$ cat config.mk
export PLATFORM = sky130hd
export DESIGN_NAME = segment_select_opcode_decode
export DESIGN_NICKNAME = d
export VERILOG_FILES = /design/src/seg_decode_pkg.sv /design/src/segment_select_opcode_decode.sv
export SDC_FILE = /design/constraint.sdc
export NUM_CORES = 1
export LEC_CHECK = 0
export BUFFER_PORTS_ARGS = -buffer_cell sky130_fd_sc_hd__buf_2
export CAP_MARGIN = 20
export CORE_AREA = 2 2 172 132
export CTS_BUF_LIST = sky130_fd_sc_hd__clkbuf_16
export CTS_CLUSTER_DIAMETER = 50
export DETAILED_ROUTE_END_ITERATION = 6
export DIE_AREA = 0 0 174 134
export PLACE_DENSITY = 0.81
export SYNTH_ARGS = -nofsm -noshare
export SYNTH_HDL_FRONTEND = slang
export SYNTH_SLANG_ARGS = --single-unit
$ cat constraint.sdc
create_clock -name I_REF_CLK -period 4.88 [get_ports I_REF_CLK]
set_clock_uncertainty 0.05 [all_clocks]
set_input_delay 0 -clock I_REF_CLK [delete_from_list [all_inputs] [get_ports I_REF_CLK]]
set_output_delay 0 -clock I_REF_CLK [all_outputs]
set_load 0.05 [all_outputs]
$ cat src/seg_decode_pkg.sv
// Purpose: constants and carriers for the segment select and opcode decode block
// Assumes: one core clock, opcodes arrive one byte per issue
// Notes: opcode values follow the classic one-byte encoding
package seg_decode_pkg;
    localparam logic [7:0] OP_PFX_EXTRA = 8'h26;
    localparam logic [7:0] OP_PFX_CODE = 8'h2E;
    localparam logic [7:0] OP_PFX_STACK = 8'h36;
    localparam logic [7:0] OP_PFX_DATA = 8'h3E;
    localparam logic [7:0] OP_PFX_LOCK = 8'hF0;
    localparam logic [7:0] OP_PFX_REP_NE = 8'hF2;
    localparam logic [7:0] OP_PFX_REP = 8'hF3;
    localparam logic [7:0] OP_PUSH_ALL = 8'h60;
    localparam logic [7:0] OP_POP_ALL = 8'h61;
    localparam logic [7:0] OP_BOUND = 8'h62;
    localparam logic [7:0] OP_ENTER = 8'hC8;
    localparam logic [7:0] OP_LEAVE = 8'hC9;
    localparam logic [7:0] OP_FAR_EXTRA = 8'hC4;
    localparam logic [7:0] OP_FAR_DATA = 8'hC5;
    localparam logic [7:0] OP_BYTE_WIDEN = 8'h98;
    localparam logic [7:0] OP_WORD_WIDEN = 8'h99;
    localparam logic [7:0] OP_WAIT = 8'h9B;
    localparam logic [7:0] OP_PUSH_FLAGS = 8'h9C;
    localparam logic [7:0] OP_POP_FLAGS = 8'h9D;
    localparam logic [7:0] OP_ACC_TO_FLAGS = 8'h9E;
    localparam logic [7:0] OP_FLAGS_TO_ACC = 8'h9F;
    localparam logic [7:0] OP_TRAP_OVF = 8'hCE;
    localparam logic [7:0] OP_LOOP_NE = 8'hE0;
    localparam logic [7:0] OP_LOOP_EQ = 8'hE1;
    localparam logic [7:0] OP_LOOP = 8'hE2;
    localparam logic [7:0] OP_JUMP_CZ = 8'hE3;
    localparam logic [7:0] OP_HALT = 8'hF4;
    localparam logic [3:0] OP_JCC_HI = 4'h7;
    localparam logic [4:0] OP_ESC_HI = 5'h1B;
    localparam logic [4:0] OP_ADC_HI = 5'h02;
    localparam logic [4:0] OP_SBB_HI = 5'h03;
    localparam logic [1:0] OP_ALU_IMM_ACC = 2'h3;
    localparam logic [5:0] STR_MOVE_CMP_HI = 6'h29;
    localparam logic [4:0] STR_STORE_HI = 5'h15;
    localparam logic [5:0] STR_PORT_HI = 6'h1B;
    localparam logic [3:0] STR_CMP_HI = 4'hA;
    localparam logic [1:0] STR_CMP_LO = 2'h3;
    localparam int FLAG_CF = 0;
    localparam int FLAG_PF = 2;
    localparam int FLAG_ZF = 6;
    localparam int FLAG_SF = 7;
    localparam int FLAG_OF = 11;
    localparam int SEG_SHIFT = 4;
    localparam logic [7:0] VEC_OVERFLOW = 8'h04;
    localparam logic [7:0] VEC_BOUNDS = 8'h05;
    typedef enum logic [1:0] {SEG_EXTRA = 2'h0, SEG_CODE = 2'h1, SEG_STACK = 2'h2,
        SEG_DATA = 2'h3} seg_t;
    typedef enum logic [2:0] {ACC_FETCH = 3'h0, ACC_IMM = 3'h1, ACC_DATA = 3'h2,
        ACC_STACK = 3'h3, ACC_STR_DST = 3'h4} acc_t;
    typedef enum logic [1:0] {RPT_NONE = 2'h0, RPT_EQ = 2'h1, RPT_NE = 2'h2} rpt_t;
    typedef enum logic [3:0] {CL_NONE, CL_PUSH_ALL, CL_POP_ALL, CL_ENTER, CL_LEAVE,
        CL_FAR_PTR, CL_FLAGS_TO_ACC, CL_ACC_TO_FLAGS, CL_PUSH_FLAGS, CL_POP_FLAGS,
        CL_ARITH_CARRY, CL_WIDEN, CL_STRING, CL_BRANCH, CL_ESCAPE, CL_TRAP_CHECK} class_t;
    typedef struct packed {logic valid; logic [7:0] opcode;} dec_in_t;
    typedef struct packed {
        logic valid;
        acc_t kind;
        logic [15:0] base;
        logic [15:0] index;
        logic [15:0] disp;
        logic use_base;
        logic use_index;
        logic base_is_bp;
        logic disp8;
    } mem_req_t;
    typedef struct packed {logic [15:0] extra, code, stack, data;} seg_file_t;
    typedef struct packed {logic [15:0] a, b;} alu_in_t;
    typedef struct packed {logic [15:0] index, lower, upper;} bound_t;
    typedef struct packed {logic we; logic [15:0] data; logic [15:0] aux; logic carry;} result_t;
endpackage

$ cat src/segment_select_opcode_decode.sv
// Purpose: default segment choice, address forming and opcode class decode
// Assumes: the executor sequences multi-cycle classes that this block flags
// Notes: prefixes collect until the next non-prefix opcode issues
`timescale 1ns/1ps
module segment_select_opcode_decode (
    input wire logic I_REF_CLK,
    input wire logic I_RST_N,
    input wire seg_decode_pkg::dec_in_t I_DEC,
    input wire seg_decode_pkg::mem_req_t I_MEM,
    input wire seg_decode_pkg::seg_file_t I_SEG,
    input wire seg_decode_pkg::alu_in_t I_ALU,
    input wire seg_decode_pkg::bound_t I_BOUND,
    input wire logic [15:0] I_FLAGS,
    input wire logic [15:0] I_COUNT,
    input wire logic [15:0] I_ACCUM,
    input wire logic I_INTR,
    input wire logic I_TEST_N,
    output logic O_STALL,
    output seg_decode_pkg::seg_t O_SEG_SEL,
    output logic [19:0] O_PHYS_ADDR,
    output logic O_ADDR_VALID,
    output seg_decode_pkg::class_t O_CLASS,
    output seg_decode_pkg::seg_t O_FAR_SEG,
    output seg_decode_pkg::result_t O_RESULT,
    output logic O_BRANCH,
    output logic [15:0] O_COUNT_NEXT,
    output logic O_COUNT_WE,
    output logic O_REP_AGAIN,
    output logic O_STR_ELEM,
    output logic O_HALTED,
    output logic O_LOCK_N,
    output logic O_ESC,
    output logic O_TRAP,
    output logic [7:0] O_TRAP_VEC
);
    import seg_decode_pkg::*;

    typedef enum logic [2:0] {ST_RUN = 3'h1, ST_HALT = 3'h2, ST_WAIT = 3'h4} state_t;

    state_t state;
    logic [7:0] op;
    logic issue, is_prefix, is_string, is_cmp_str, zf, cf;
    logic [2:0] test_sync;
    logic test_active;
    logic pend_seg_valid, cur_seg_valid, pend_lock, cur_lock;
    seg_t pend_seg, cur_seg, next_seg;
    rpt_t pend_rep;
    logic [15:0] next_count, disp_ext, ea, seg_val;
    logic [19:0] next_phys;
    logic cond, next_branch, next_count_we, next_rep_again, next_elem;
    logic [16:0] sum_w, dif_w;
    logic [8:0] sum_b, dif_b;

    // the top bit of each sum is the carry or borrow out
    assign sum_w = 17'(I_ALU.a) + 17'(I_ALU.b) + 17'(cf);
    assign dif_w = 17'(I_ALU.a) - 17'(I_ALU.b) - 17'(cf);
    assign sum_b = 9'(I_ALU.a[7:0]) + 9'(I_ALU.b[7:0]) + 9'(cf);
    assign dif_b = 9'(I_ALU.a[7:0]) - 9'(I_ALU.b[7:0]) - 9'(cf);

    assign op = I_DEC.opcode;
    assign O_STALL = (state != ST_RUN);
    assign issue = I_DEC.valid && !O_STALL;
    assign O_HALTED = (state == ST_HALT);
    assign O_LOCK_N = !cur_lock;
    assign zf = I_FLAGS[FLAG_ZF];
    assign cf = I_FLAGS[FLAG_CF];
    assign is_prefix = (op == OP_PFX_EXTRA) || (op == OP_PFX_CODE) || (op == OP_PFX_STACK)
        || (op == OP_PFX_DATA) || (op == OP_PFX_LOCK) || (op == OP_PFX_REP)
        || (op == OP_PFX_REP_NE);
    assign is_string = (op[7:2] == STR_MOVE_CMP_HI) || (op[7:2] == STR_PORT_HI)
        || ((op[7:3] == STR_STORE_HI) && (op[2:1] != 2'h0));
    assign is_cmp_str = (op[7:4] == STR_CMP_HI) && (op[2:1] == STR_CMP_LO);

    ////////////////////////////////////////////////////////////////////////////////
    // test pin: three stages, level accepted once the last two agree
    always_ff @(posedge I_REF_CLK or negedge I_RST_N) begin
        if (!I_RST_N) begin
            test_sync <= 3'h7;
            test_active <= 1'b0;
        end else begin
            test_sync <= {test_sync[1:0], I_TEST_N};
            if (test_sync[1] == test_sync[2]) begin
                test_active <= !test_sync[2];
            end
        end
    end

    // run, halt and wait; only reset or an interrupt leaves halt
    always_ff @(posedge I_REF_CLK or negedge I_RST_N) begin
        if (!I_RST_N) begin
            state <= ST_RUN;
        end else begin
            case (state)
                ST_RUN: begin
                    if (issue && op == OP_HALT) begin
                        state <= ST_HALT;
                    end else if (issue && op == OP_WAIT && !test_active) begin
                        state <= ST_WAIT;
                    end
                end
                ST_HALT: begin
                    if (I_INTR) begin
                        state <= ST_RUN;
                    end
                end
                ST_WAIT: begin
                    if (test_active) begin
                        state <= ST_RUN;
                    end
                end
                default: state <= ST_RUN;
            endcase
        end
    end

    ////////////////////////////////////////////////////////////////////////////////
    // prefixes gather, then belong to the instruction that follows them;
    // a repeating string keeps them so the re-issued element sees them again
    always_ff @(posedge I_REF_CLK or negedge I_RST_N) begin
        if (!I_RST_N) begin
            pend_seg_valid <= 1'b0;
            pend_seg <= SEG_DATA;
            pend_lock <= 1'b0;
            pend_rep <= RPT_NONE;
            cur_seg_valid <= 1'b0;
            cur_seg <= SEG_DATA;
            cur_lock <= 1'b0;
        end else if (issue) begin
            case (op)
                OP_PFX_EXTRA: {pend_seg_valid, pend_seg} <= {1'b1, SEG_EXTRA};
                OP_PFX_CODE: {pend_seg_valid, pend_seg} <= {1'b1, SEG_CODE};
                OP_PFX_STACK: {pend_seg_valid, pend_seg} <= {1'b1, SEG_STACK};
                OP_PFX_DATA: {pend_seg_valid, pend_seg} <= {1'b1, SEG_DATA};
                OP_PFX_LOCK: pend_lock <= 1'b1;
                OP_PFX_REP: pend_rep <= RPT_EQ;
                OP_PFX_REP_NE: pend_rep <= RPT_NE;
                default: begin
                    cur_seg_valid <= pend_seg_valid;
                    cur_seg <= pend_seg;
                    cur_lock <= pend_lock;
                    if (!next_rep_again) begin
                        pend_seg_valid <= 1'b0;
                        pend_lock <= 1'b0;
                        pend_rep <= RPT_NONE;
                    end
                end
            endcase
        end
    end

    ////////////////////////////////////////////////////////////////////////////////
    // segment choice and address forming
    always_comb begin
        case (I_MEM.kind)
            ACC_FETCH, ACC_IMM: next_seg = SEG_CODE;
            ACC_STACK: next_seg = SEG_STACK;
            ACC_STR_DST: next_seg = SEG_EXTRA;
            default: begin
                if (cur_seg_valid) begin
                    next_seg = cur_seg;
                end else if (I_MEM.use_base && I_MEM.base_is_bp) begin
                    next_seg = SEG_STACK;
                end else begin
                    next_seg = SEG_DATA;
                end
            end
        endcase
        case (next_seg)
            SEG_EXTRA: seg_val = I_SEG.extra;
            SEG_CODE: seg_val = I_SEG.code;
            SEG_STACK: seg_val = I_SEG.stack;
            default: seg_val = I_SEG.data;
        endcase
        disp_ext = I_MEM.disp8 ? {{8{I_MEM.disp[7]}}, I_MEM.disp[7:0]} : I_MEM.disp;
        ea = (I_MEM.use_base ? I_MEM.base : 16'h0000)
            + (I_MEM.use_index ? I_MEM.index : 16'h0000) + disp_ext;
        next_phys = 20'({4'h0, seg_val} << SEG_SHIFT) + {4'h0, ea};
    end

    always_ff @(posedge I_REF_CLK or negedge I_RST_N) begin
        if (!I_RST_N) begin
            O_SEG_SEL <= SEG_DATA;
            O_PHYS_ADDR <= 20'h00000;
            O_ADDR_VALID <= 1'b0;
        end else begin
            O_ADDR_VALID <= I_MEM.valid;
            if (I_MEM.valid) begin
                O_SEG_SEL <= next_seg;
                O_PHYS_ADDR <= next_phys;
            end
        end
    end

    ////////////////////////////////////////////////////////////////////////////////
    // branch, loop and repeat decisions on the flags and the count register
    always_comb begin
        next_count = I_COUNT - 16'h0001;
        case (op[3:1])
            3'h0: cond = I_FLAGS[FLAG_OF];
            3'h1: cond = cf;
            3'h2: cond = zf;
            3'h3: cond = cf || zf;
            3'h4: cond = I_FLAGS[FLAG_SF];
            3'h5: cond = I_FLAGS[FLAG_PF];
            3'h6: cond = I_FLAGS[FLAG_SF] != I_FLAGS[FLAG_OF];
            default: cond = (I_FLAGS[FLAG_SF] != I_FLAGS[FLAG_OF]) || zf;
        endcase
        next_branch = 1'b0;
        next_count_we = 1'b0;
        next_rep_again = 1'b0;
        next_elem = 1'b0;
        if (op[7:4] == OP_JCC_HI) begin
            next_branch = cond ^ op[0];
        end else if (op == OP_JUMP_CZ) begin
            next_branch = (I_COUNT == 16'h0000);
        end else if (op == OP_LOOP || op == OP_LOOP_EQ || op == OP_LOOP_NE) begin
            next_count_we = 1'b1;
            next_branch = (next_count != 16'h0000) && ((op == OP_LOOP)
                || (op == OP_LOOP_EQ && zf) || (op == OP_LOOP_NE && !zf));
        end else if (is_string) begin
            if (pend_rep == RPT_NONE) begin
                next_elem = 1'b1;
            end else if (I_COUNT != 16'h0000) begin
                next_elem = 1'b1;
                next_count_we = 1'b1;
                next_rep_again = (next_count != 16'h0000) && (!is_cmp_str
                    || (pend_rep == RPT_EQ && zf) || (pend_rep == RPT_NE && !zf));
            end
        end
    end

    ////////////////////////////////////////////////////////////////////////////////
    // class decode and one-cycle results
    always_ff @(posedge I_REF_CLK or negedge I_RST_N) begin
        if (!I_RST_N) begin
            O_CLASS <= CL_NONE;
            O_BRANCH <= 1'b0;
            O_COUNT_NEXT <= 16'h0000;
            O_COUNT_WE <= 1'b0;
            O_REP_AGAIN <= 1'b0;
            O_STR_ELEM <= 1'b0;
        end else begin
            O_CLASS <= CL_NONE;
            O_BRANCH <= 1'b0;
            O_COUNT_WE <= 1'b0;
            O_REP_AGAIN <= 1'b0;
            O_STR_ELEM <= 1'b0;
            if (issue && !is_prefix) begin
                O_BRANCH <= next_branch;
                O_COUNT_NEXT <= next_count;
                O_COUNT_WE <= next_count_we;
                O_REP_AGAIN <= next_rep_again;
                O_STR_ELEM <= next_elem;
                case (op)
                    OP_PUSH_ALL: O_CLASS <= CL_PUSH_ALL;
                    OP_POP_ALL: O_CLASS <= CL_POP_ALL;
                    OP_ENTER: O_CLASS <= CL_ENTER;
                    OP_LEAVE: O_CLASS <= CL_LEAVE;
                    OP_FAR_DATA, OP_FAR_EXTRA: O_CLASS <= CL_FAR_PTR;
                    OP_FLAGS_TO_ACC: O_CLASS <= CL_FLAGS_TO_ACC;
                    OP_ACC_TO_FLAGS: O_CLASS <= CL_ACC_TO_FLAGS;
                    OP_PUSH_FLAGS: O_CLASS <= CL_PUSH_FLAGS;
                    OP_POP_FLAGS: O_CLASS <= CL_POP_FLAGS;
                    OP_BYTE_WIDEN, OP_WORD_WIDEN: O_CLASS <= CL_WIDEN;
                    OP_BOUND, OP_TRAP_OVF: O_CLASS <= CL_TRAP_CHECK;
                    OP_LOOP, OP_LOOP_EQ, OP_LOOP_NE, OP_JUMP_CZ: O_CLASS <= CL_BRANCH;
                    default: begin
                        if (op[7:4] == OP_JCC_HI) begin
                            O_CLASS <= CL_BRANCH;
                        end else if (op[7:3] == OP_ESC_HI) begin
                            O_CLASS <= CL_ESCAPE;
                        end else if ((op[7:3] == OP_ADC_HI || op[7:3] == OP_SBB_HI)
                                && op[2:1] != OP_ALU_IMM_ACC) begin
                            O_CLASS <= CL_ARITH_CARRY;
                        end else if (is_string) begin
                            O_CLASS <= CL_STRING;
                        end
                    end
                endcase
            end
        end
    end

    // data paths; carry add and subtract take word operands when opcode bit zero is set
    always_ff @(posedge I_REF_CLK or negedge I_RST_N) begin
        if (!I_RST_N) begin
            O_RESULT <= '0;
            O_FAR_SEG <= SEG_DATA;
        end else begin
            O_RESULT.we <= 1'b0;
            if (issue) begin
                if (op == OP_FAR_DATA || op == OP_FAR_EXTRA) begin
                    O_FAR_SEG <= (op == OP_FAR_DATA) ? SEG_DATA : SEG_EXTRA;
                end else if (op == OP_FLAGS_TO_ACC) begin
                    O_RESULT <= {1'b1, I_FLAGS[7:0], I_ACCUM[7:0], I_FLAGS, cf};
                end else if (op == OP_ACC_TO_FLAGS) begin
                    O_RESULT <= {1'b1, I_ACCUM, I_FLAGS[15:8], I_ACCUM[15:8], I_ACCUM[8]};
                end else if (op == OP_BYTE_WIDEN) begin
                    O_RESULT <= {1'b1, {8{I_ACCUM[7]}}, I_ACCUM[7:0], 16'h0000, cf};
                end else if (op == OP_WORD_WIDEN) begin
                    O_RESULT <= {1'b1, I_ACCUM, {16{I_ACCUM[15]}}, cf};
                end else if (op[7:3] == OP_ADC_HI && op[2:1] != OP_ALU_IMM_ACC) begin
                    O_RESULT <= op[0] ? {1'b1, sum_w[15:0], 16'h0000, sum_w[16]}
                        : {1'b1, 8'h00, sum_b[7:0], 16'h0000, sum_b[8]};
                end else if (op[7:3] == OP_SBB_HI && op[2:1] != OP_ALU_IMM_ACC) begin
                    O_RESULT <= op[0] ? {1'b1, dif_w[15:0], 16'h0000, dif_w[16]}
                        : {1'b1, 8'h00, dif_b[7:0], 16'h0000, dif_b[8]};
                end
            end
        end
    end

    // escape hand-off and the two checking traps
    always_ff @(posedge I_REF_CLK or negedge I_RST_N) begin
        if (!I_RST_N) begin
            O_ESC <= 1'b0;
            O_TRAP <= 1'b0;
            O_TRAP_VEC <= 8'h00;
        end else begin
            O_ESC <= issue && (op[7:3] == OP_ESC_HI);
            O_TRAP <= 1'b0;
            if (issue && op == OP_TRAP_OVF && I_FLAGS[FLAG_OF]) begin
                O_TRAP <= 1'b1;
                O_TRAP_VEC <= VEC_OVERFLOW;
            end else if (issue && op == OP_BOUND && (($signed(I_BOUND.index)
                    < $signed(I_BOUND.lower)) || ($signed(I_BOUND.index)
                    > $signed(I_BOUND.upper)))) begin
                O_TRAP <= 1'b1;
                O_TRAP_VEC <= VEC_BOUNDS;
            end
        end
    end
endmodule

After elaboration in Yosys (flattened, before gate mapping)

Index checks and enable logic that the tools add are counted.

Flip-flop bits (word level): 110
Word-level logic and storage cells: 250

$add $sub $neg: 12
Magnitude comparators: 2
Equality and inequality tests: 62
Multiplexer cells: 64
Bitwise operators: 6
Reductions and logical operators: 77

Operator list:

| cell                  | number |
|---|---|
| $mux 34               | 8 |
| $eq 8x8->1 const B    | 20 |
| $mux 33               | 2 |
| $mux 16               | 3 |
| $pmux 16 s3           | 1 |
| $pmux 4 s12           | 1 |
| $add 16x16->16        | 2 |
| $eq 8x6->1 const B    | 4 |
| $reduce_bool 16->1    | 2 |
| $mux 1                | 28 |
| $eq 8x7->1 const B    | 3 |
| $logic_and 1x1->1     | 22 |
| $add 20x16->20        | 1 |
| $mux 4                | 5 |
| $logic_or 1x1->1      | 19 |
| $add 16x16->17        | 1 |
| $add 17x1->17         | 1 |
| $sub 16x16->17        | 1 |
| $sub 17x1->17         | 1 |
| $gt 16x16->1          | 1 |
| $logic_not 16->1      | 1 |
| $lt 16x16->1          | 1 |
| $mux 8                | 2 |
| $sub 16x1->16 const B | 1 |
| other kinds (44)      | 92 |

Longest topological paths before layout

Gate-level depths: netlist of the first run.

Depth after elaboration: 14
Depth in mapped cells: 21

Worst setup path after synthesis of the first run

Ideal clock, no wire load.

Path kind: input-to-reg
Start: in I_MEM[3] in the netlist's numbering
End: reg O_PHYS_ADDR[16]
Setup time: 125 ps
Data arrival time: 3592 ps
Path slack: 1114 ps
Cell stages on the path: 19
Buffers on the path: 1
Cell sequence: clkbuf_1 nand2_1 fa_1 inv_1 ha_1 inv_1 fa_1 nor2b_1 o31a_1 o211ai_1 a21o_1 a31oi_1 mux2i_1 nand4_1 ha_1 or3_1 o21ai_0 xnor2_1 mux2_2

Cells in the longest elaborated chain, start to end: 7
Elaborated cells between the ends (all ways): 12

RTL lines:

| what                                                   | RTL line                            | source |
|---|---|---|
| start: declaration                                     | segment_select_opcode_decode.sv:9   | `input wire seg_decode_pkg::mem_req_t I_MEM,` |
| branches (longest 6 deep; another with $add 16x16->16) | n/a                                 |  |
| $add 20x16->20 (*)                                     | segment_select_opcode_decode.sv:177 | `next_phys = 20'({4'h0, seg_val} << SEG_SHIFT) + {4'h0, ea};` |
| end signal: assignment                                 | segment_select_opcode_decode.sv:189 | `O_PHYS_ADDR <= next_phys;` |
| end: declaration                                       | segment_select_opcode_decode.sv:20  | `output logic [19:0] O_PHYS_ADDR,` |

Every way passes the cells marked *.
A chain may end at the register's enable or synchronous reset.

Worst setup path after layout of the first run

Start: reg cur_seg[0]
End: reg O_PHYS_ADDR[16]

Cells in the longest elaborated chain, start to end: 5
Elaborated cells between the ends (all ways): 7

RTL lines:

| what                                     | RTL line                            | source |
|---|---|---|
| start: declaration                       | segment_select_opcode_decode.sv:46  | `seg_t pend_seg, cur_seg, next_seg;` |
| start signal: assignment                 | segment_select_opcode_decode.sv:139 | `cur_seg <= pend_seg;` |
| $mux 2 (*)                               | segment_select_opcode_decode.sv:159 | `if (cur_seg_valid) begin` |
| $pmux 2 s3 (*)                           | segment_select_opcode_decode.sv:154 | `case (I_MEM.kind)` |
| $eq 2x2->1, or another cell as far along | segment_select_opcode_decode.sv:168 | `case (next_seg)` |
| $pmux 16 s3 (*)                          | segment_select_opcode_decode.sv:168 |  |
| $add 20x16->20 (*)                       | segment_select_opcode_decode.sv:177 |  |

Mark *: on every way between the ends. The rest lies on a longest branch, timed or not.

==> results of run 1 <==
## path summary, 6_finish.rpt
| kind | endpoint | cells after the start |
|---|---|---|
| min in group asynchronous | O_RESULT[11] | 2 |
| worst max register to register | O_PHYS_ADDR[16] | 14 |
| worst max-delay path | O_PHYS_ADDR[16] | 14 |
| worst min register to register | test_sync[1] | 0 |
| max in group asynchronous | O_STR_ELEM | 3 |
| worst min-delay path | O_PHYS_ADDR[0] | 4 |
## per-stage QoR
stage          hold WS, ns  utilization (%)  std cells
2_1_floorplan      -0.3456                -       1291
3_3_place_gp       0.02448            58.23       1885
3_5_place_dp       0.03105            58.23       1885
4_1_cts          0.0001739            61.49       1939
5_1_grt            0.04042            61.51       1941
6_report           0.01523            61.51       1941
## routing by layer
| layer | track usage [%] | share of wire (%) | wire [µm] | up-vias |
|---|---|---|---|---|
| met5 | 0 | 0.042 | 15 | - |
| met4 | 7.376 | 1.8 | 626 | 2 |
| li1 | - | - | - | 5268 |
| met3 | 6.463 | 8.4 | 2990 | 52 |
| met2 | 48.03 | 44 | 15780 | 489 |
| met1 | 42.39 | 45 | 16180 | 5216 |
## power groups by stage
stage                     logic (µW)  registers, µW  clock network (µW)
final                           2340           1120                 790
after global routing            2540           1140                 857
after CTS                       2320           1120                 822
after detailed placement        2290           1130                   0
after global placement          2250           1130                   0
after floorplan                 1130           1660                   0
## critical path: cells and delay by family (launching register included)
family          cells  cell delay (ns)
compound gates      5             1.08
xor+xnor            1             0.14
fa+ha+maj           2             0.60
buf+inv             1             0.06
flops               1             0.54
mux                 2             0.78
simple gates        3             0.67
## area by class of cell
cell class / instances / area, µm² / area share (%)
multi-input cells: 1008 / 7373 / 55.39
flip-flops and latches: 103 / 2591 / 19.47
repair buffers: 395 / 2187 / 16.43
diodes: 2 / 5.005 / 0.03760
clock inverters: 7 / 100.1 / 0.7520
well taps: 294 / 367.9 / 2.763
clock buffers: 9 / 225.2 / 1.692
inverters: 123 / 461.7 / 3.468
## cell families after synthesis
logic type                 Yosys count  share of synthesized area [%]
other                                1                        0.03524
and+or+nand+nor                    426                          20.19
buffers and inverters              180                          6.784
adders and majority gates          125                          16.18
AOI/OAI and AO/OA                  342                          20.85
muxes                               52                          6.855
xor gates and xnor gates            57                          4.762
DFF                                103                          24.35
## layout by cell type (no fill, tap or decap), types with 8 or more instances in the layout
cell type | netlist | routed
nand3_1 | 24 | 24
nand2b_1 | 20 | 20
a211oi_1 | 12 | 12
buf_2 | 9 | 349
clkbuf_16 | 0 | 9
ha_1 | 104 | 104
mux4_2 | 15 | 15
nor2b_1 | 21 | 21
o21a_1 | 15 | 15
inv_1 | 121 | 121
nor3_1 | 27 | 26
and3_1 | 8 | 8
and2_1 | 27 | 27
a31oi_1 | 14 | 14
nand4_1 | 9 | 9
nand2_1 | 124 | 124
nor2_1 | 103 | 103
o211ai_1 | 12 | 12
dfrtp_1 | 92 | 92
dlygate4sd3_1 | 0 | 38
xnor2_1 | 45 | 45
buf_4 | 9 | 8
a21oi_1 | 96 | 96
mux2_2 | 17 | 17
dfstp_2 | 11 | 11
o21ai_0 | 84 | 84
mux2i_1 | 20 | 20
o31ai_1 | 10 | 10
xor2_1 | 11 | 11
nor4_1 | 11 | 11
or3_1 | 9 | 9
a221oi_1 | 15 | 15
fa_1 | 21 | 21
a21o_1 | 20 | 20
## state kept, by name (all words and copies together), names as in the netlist, 2 cells and up
| signal | cells |
|---|---|
| cur_seg | 2 |
| O_RESULT | 34 |
| O_CLASS | 4 |
| test_sync | 3 |
| pend_seg | 2 |
| O_COUNT_NEXT | 16 |
| O_TRAP_VEC | 2 |
| pend_rep | 2 |
| O_PHYS_ADDR | 20 |
| state | 3 |
| O_SEG_SEL | 2 |
## timing repair
item / in CTS / in global routing
hold endpoints to repair: 80 / 0
endpoints found under the setup margin: 0 / 0
hold buffers: 38 / 0
==> impl_metrics.csv, run 1 <==
group,metric,value,unit
outcome,status,"finished clean",
clock_tree,clk_latency,0.36,ns
sta,report.final.slew_viol_count,0,
route,drtPass1Iterations,5,
synth,synth_largest_area_cell,"dfrtp_1",
placed_design,globalplace.congestion,0.9596,
critical_path,r2r-start,"cur_seg[0]",
synth,ys_top_cells_by_area,"dfrtp_1 (22%), ha_1 (12%), a21oi_1 (4.5%)",
die,die-area,23320,µm²
die,core,21640,µm²
synth,syn_area_per_cell,8.275,µm²
critical_path,cp-start-kind,"register",
sta,final_hold_viol_count,0,
power_and_ir_drop,combPwrFrac,55.1,%
global_route,grtUsageTotal,30.28,%
clock_tree,htree_levels,3,
route,drtIter0Drc,955,
clock_tree,cts_setup_buffers,0,
critical_path,r2r_slack,0.85,ns
synth,netlist.area_leader.share,21.63,%
clock_tree,cts-root-buf,"clkbuf_16",
critical_path,crit_path_max_fanout,10,
synth,yosys_register_bits,103,
synth,syn_inst,1286,
sta,max-slew-margin-rel,36.90,%
sta,min_period,4.031,ns
power_and_ir_drop,clkPwrFrac,18.6,%
critical_path,crit_top_cell,"nor2b_1",
critical_path,crit_required,5.07,ns
critical_path,crit_arrival,4.22,ns
power_and_ir_drop,p_sw,1999,µW
global_route,grt_first_pass_wirelength,56.35,mm
power_and_ir_drop,p_leak,0.006597,µW
power_and_ir_drop,ir_worst_vdd,182.9,µV
sta,tightest_slew,0.9226,ns
clock_tree,clockBufferDepth,2,
sta,tns,0,ns
sta,max_freq,248.1,MHz
synth,synth-main-ff-cell,"dfrtp_1",
global_route,first_global_vias,10730,
route,viasPerCell,5.681,
sta,fin_crit_sh,82.61,%
power_and_ir_drop,swShare,46.98,%
synth,synthMostInstantiatedCell,"nand2_1",
placed_design,placed_cell_area,12600,µm²
power_and_ir_drop,p_total,4255,µW
die,rows,47,
clock_tree,numCtsBuffers,9,
cells_and_area,stdcell_area,13310,µm²
clock_tree,cts-resized-gates,0,
die,ioPinCount,357,
cells_and_area,syn2layout_area_growth,25.09,%
placed_design,pre_cts_ws,0.5586,ns
power_and_ir_drop,seqPwrFrac,26.3,%
global_route,grt_max_degree,57,
sta,setup_viol,0,
critical_path,crit_type,"reg -> reg",
clock_tree,cts_tree,"built",
clock_tree,cts.sinks,103,
worst_hold_path,min_path_type,"in -> reg",
global_route,antenna_found_initial,3,
cells_and_area,num-nets-final,2026,
critical_path,cp_slowest_stage_delay,0.54,ns
sta,worst_slack,0.8487,ns
synth,synthArstFlopShare,100.0,%
die,start_util,49.17,%
critical_path,critPathSlowestCell,"dfstp_2",
synth,ys_seq_area_share,24.35,%
flow_run,drv_cap,0,
synth,yosysUniqueCellTypes,90,
placed_design,dp_hpwl,28.63,mm
critical_path,cp-end-kind,"register",
power_and_ir_drop,pwr_density_cell,319.7,nW/µm²
route,wl_per_cell,18.33,µm
cells_and_area,drive_gt1_share,27.11,%
placed_design,io_buffers,350,
cells_and_area,fill_cells,1912,
route,wl,35.59,mm
critical_path,crit_path_start,"cur_seg[0]",
synth,yosysWarnings,0,
route,drc,0,
worst_hold_path,worstHoldStart,"I_MEM[20]",
route,vias,11030,
synth,synthTopCellsByCount,"nand2_1 (124), inv_1 (121), ha_1 (104)",
synth,synth_edf_count,0,
sta,rsz0062_at_grt,"false",
clock_tree,clkSlewWorstSetupHoldPaths,0.07,ns
die,fp.dieH,134,µm
power_and_ir_drop,internal-power,2256,µW
global_route,grt-ovfl-total,0,
die,fp.dieW,174,µm
synth,syn-cell-area,10640,µm²
route,drtAntennaViolNets,0,
critical_path,crit_chain,"nor2b_1 > o31ai_1 > nand2_1 > mux4_2 > ha_1 > inv_1 > fa_1 > nor2b_1 > o31a_1 > o211ai_1 > a21oi_1 > o21ai_0 > xnor2_1 > mux2_2",
Note: power is estimated with default switching activity, not from simulation.
==> run 2: changes to the inputs <==
clock period = 3.8 ns   (was 4.88 ns; I/O delays follow)
==> run 2 against run 1 <==
The flow now finishes with violations (hold timing). Sequential cell count unchanged. Via count is 0.89% higher. Global-route usage increased by 0.12 points. Routed wire length increased by 0.93%. Utilization up 1.9 points. Cell area increased by 3.0%. Register-to-register slack got worse by 0.62 ns. Sequential power grew 29%.
==> impl_metrics.csv, run 2 (synthesis results as in run 1) <==
group,metric,value,unit
route,viasPerCell,5.622,
placed_design,io_buffers,350,
power_and_ir_drop,p_total,5645,µW
cells_and_area,top_regs,"O_RESULT: 34 flops, O_PHYS_ADDR: 20 flops, O_COUNT_NEXT: 16 flops",
sta,report.final.slew_viol_count,0,
global_route,grtUsageTotal,30.40,%
sta,tightest_slew,0.8701,ns
route,wl,35.92,mm
die,start_util,49.17,%
route,drc,0,
power_and_ir_drop,p_sw,2660,µW
placed_design,dp_hpwl,28.90,mm
cells_and_area,drive_gt1_share,29.87,%
power_and_ir_drop,p_leak,0.006794,µW
clock_tree,numCtsBuffers,9,
cells_and_area,largest_reg_flops,34,
power_and_ir_drop,seqPwrFrac,25.5,%
clock_tree,cts.sinks,103,
sta,min_period,3.625,ns
global_route,first_global_vias,10770,
outcome,status,"finished with violations",
sta,max-slew-margin-rel,41.99,%
critical_path,critical-path-top-delay-family,"compound AO/OA/AOI/OAI gates",
route,wl_per_cell,18.15,µm
cells_and_area,fill_cells,1924,
clock_tree,clockBufferDepth,2,
global_route,grt_max_degree,63,
cells_and_area,layout_common_cells,"buf_2 (348), nand2_1 (123), inv_1 (121)",
clock_tree,clk_latency,0.36,ns
critical_path,critPathSlowestCell,"fa_1",
die,ioPinCount,357,
global_route,grt_first_pass_wirelength,56.55,mm
power_and_ir_drop,internal-power,2984,µW
route,vias,11130,
sta,max_freq,275.9,MHz
cells_and_area,largest-register,"O_RESULT",
cells_and_area,syn2layout_area_growth,28.85,%
power_and_ir_drop,ir_worst_vdd,283.3,µV
power_and_ir_drop,swShare,47.13,%
route,drtPass1Iterations,6,
cells_and_area,utilization,63.36,%
critical_path,crit_required,3.97,ns
placed_design,globalplace.congestion,0.9871,
critical_path,path_buf_inv,1,
sta,rsz0062_at_grt,"true",
die,fp.dieH,134,µm
die,die-area,23320,µm²
sta,fin_crit_sh,95.40,%
sta,setup_viol,0,
cells_and_area,num-nets-final,2065,
global_route,antenna_found_initial,1,
outcome,failed_checks,"hold timing",
power_and_ir_drop,clkPwrFrac,16.0,%
flow_run,drv_cap,0,
die,rows,47,
sta,final_hold_viol_count,1,
power_and_ir_drop,combPwrFrac,58.5,%
die,core,21640,µm²
critical_path,cp-start-kind,"input port",
clock_tree,htree_levels,3,
sta,whs,-0.001956,ns
worst_hold_path,min_path_type,"in -> reg",
power_and_ir_drop,pwr_density_cell,411.7,nW/µm²
critical_path,cp_slowest_stage_delay,0.46,ns
critical_path,crit_arrival,3.79,ns
clock_tree,clkSlewWorstSetupHoldPaths,0.07,ns
critical_path,crit_path_max_fanout,4,
critical_path,cp-end-kind,"register",
route,drtIter0Drc,1015,
critical_path,crit_chain,"buf_2 > and2_1 > fa_1 > ha_1 > nor2b_2 > o31a_1 > o211ai_1 > nand2_1 > a21oi_1 > xnor2_1 > ha_1 > or3_1 > o2111ai_4 > a21oi_4 > o31ai_1 > xor2_1 > a21oi_1",
critical_path,crit_type,"in -> reg",
global_route,grt-ovfl-total,0,
route,drtAntennaViolNets,0,
clock_tree,cts_tree,"built",
cells_and_area,final_common_cell,"buf_2",
clock_tree,cts-root-buf,"clkbuf_16",
die,fp.dieW,174,µm
[run 2: layout make-up]
| cell class | instances | area [µm²] | share of cell area [%] |
|---|---|---|---|
| tap | 294 | 367.9 | 2.683 |
| sequential | 103 | 2591 | 18.90 |
| clock inverter | 7 | 46.29 | 0.3376 |
| inverter | 123 | 461.7 | 3.367 |
| timing repair buffer | 434 | 2529 | 18.44 |
| clock buffer | 9 | 225.2 | 1.642 |
| antenna | 1 | 2.502 | 0.01825 |
| multi-input combinational | 1008 | 7488 | 54.61 |
[run 2: metal layers]
layer | track usage, % | part of all wire [%]
met5 | 0 | 0
met3 | 6.831 | 8.3
met2 | 47.32 | 44
met4 | 7.843 | 2.2
met1 | 42.92 | 45
[run 2: stage by stage]
step                      setup WS [ns]  hold WS [ns]  cell area (µm²)  instances  setup TNS (ns)
after floorplan                 0.03353       -0.3456            10660       1291               0
after detailed placement        -0.3024       0.05686            12910       1921          -1.063
after CTS                       0.05331      0.003486            13550       1974               0
final                            0.1750     -0.001956            13710       1979               0
after global routing           0.006635       0.01399            13710       1979               0
after global placement          -0.1784       0.05671            12910       1921         -0.5288
[run 2: path summary, 6_finish.rpt]
check / from / endpoint / slack (ns) / cells past startpoint
min in group asynchronous: I_RST_N / O_RESULT[16] / 0.25 / 2
min reg2reg: test_sync[0] / test_sync[1] / 0.31 / 0
max: I_MEM[39] / O_PHYS_ADDR[17] / 0.17 / 17
max in group asynchronous: I_RST_N / pend_seg[0] / 2.65 / 3
min: I_COUNT[14] / O_COUNT_NEXT[14] / -0.002 / 4
max reg2reg: cur_seg_valid / O_PHYS_ADDR[16] / 0.23 / 15
[run 2: repair_timing]
action | CTS | global route
endpoints found under the setup margin | 0 | 6
buffers inserted | 0 | 4
resized for setup | 0 | 30
hold buffers | 37 | 0
hold endpoints to repair | 92 | 0
[run 2: power groups by stage]
| stage | registers (µW) | logic [µW] | clock network [µW] |
|---|---|---|---|
| 3_3_place_gp | 1450 | 3040 | 0 |
| 3_5_place_dp | 1460 | 3100 | 0 |
| 5_1_grt | 1460 | 3550 | 970 |
| 4_1_cts | 1440 | 3140 | 924 |
| 6_report | 1440 | 3300 | 904 |
| 2_1_floorplan | 2130 | 1450 | 0 |
[run 2: worst register-to-register path: cells and delay by family (launching register included)]
| kind | cells | cell delay, ns |
|---|---|---|
| DFF | 1 | 0.40 |
| adders and majority gates | 2 | 0.43 |
| buffers and inverters | 2 | 0.27 |
| muxes | 2 | 0.81 |
| and+or+nand+nor | 3 | 0.46 |
| xor gates and xnor gates | 1 | 0.08 |
| AOI/OAI and AO/OA | 5 | 0.96 |
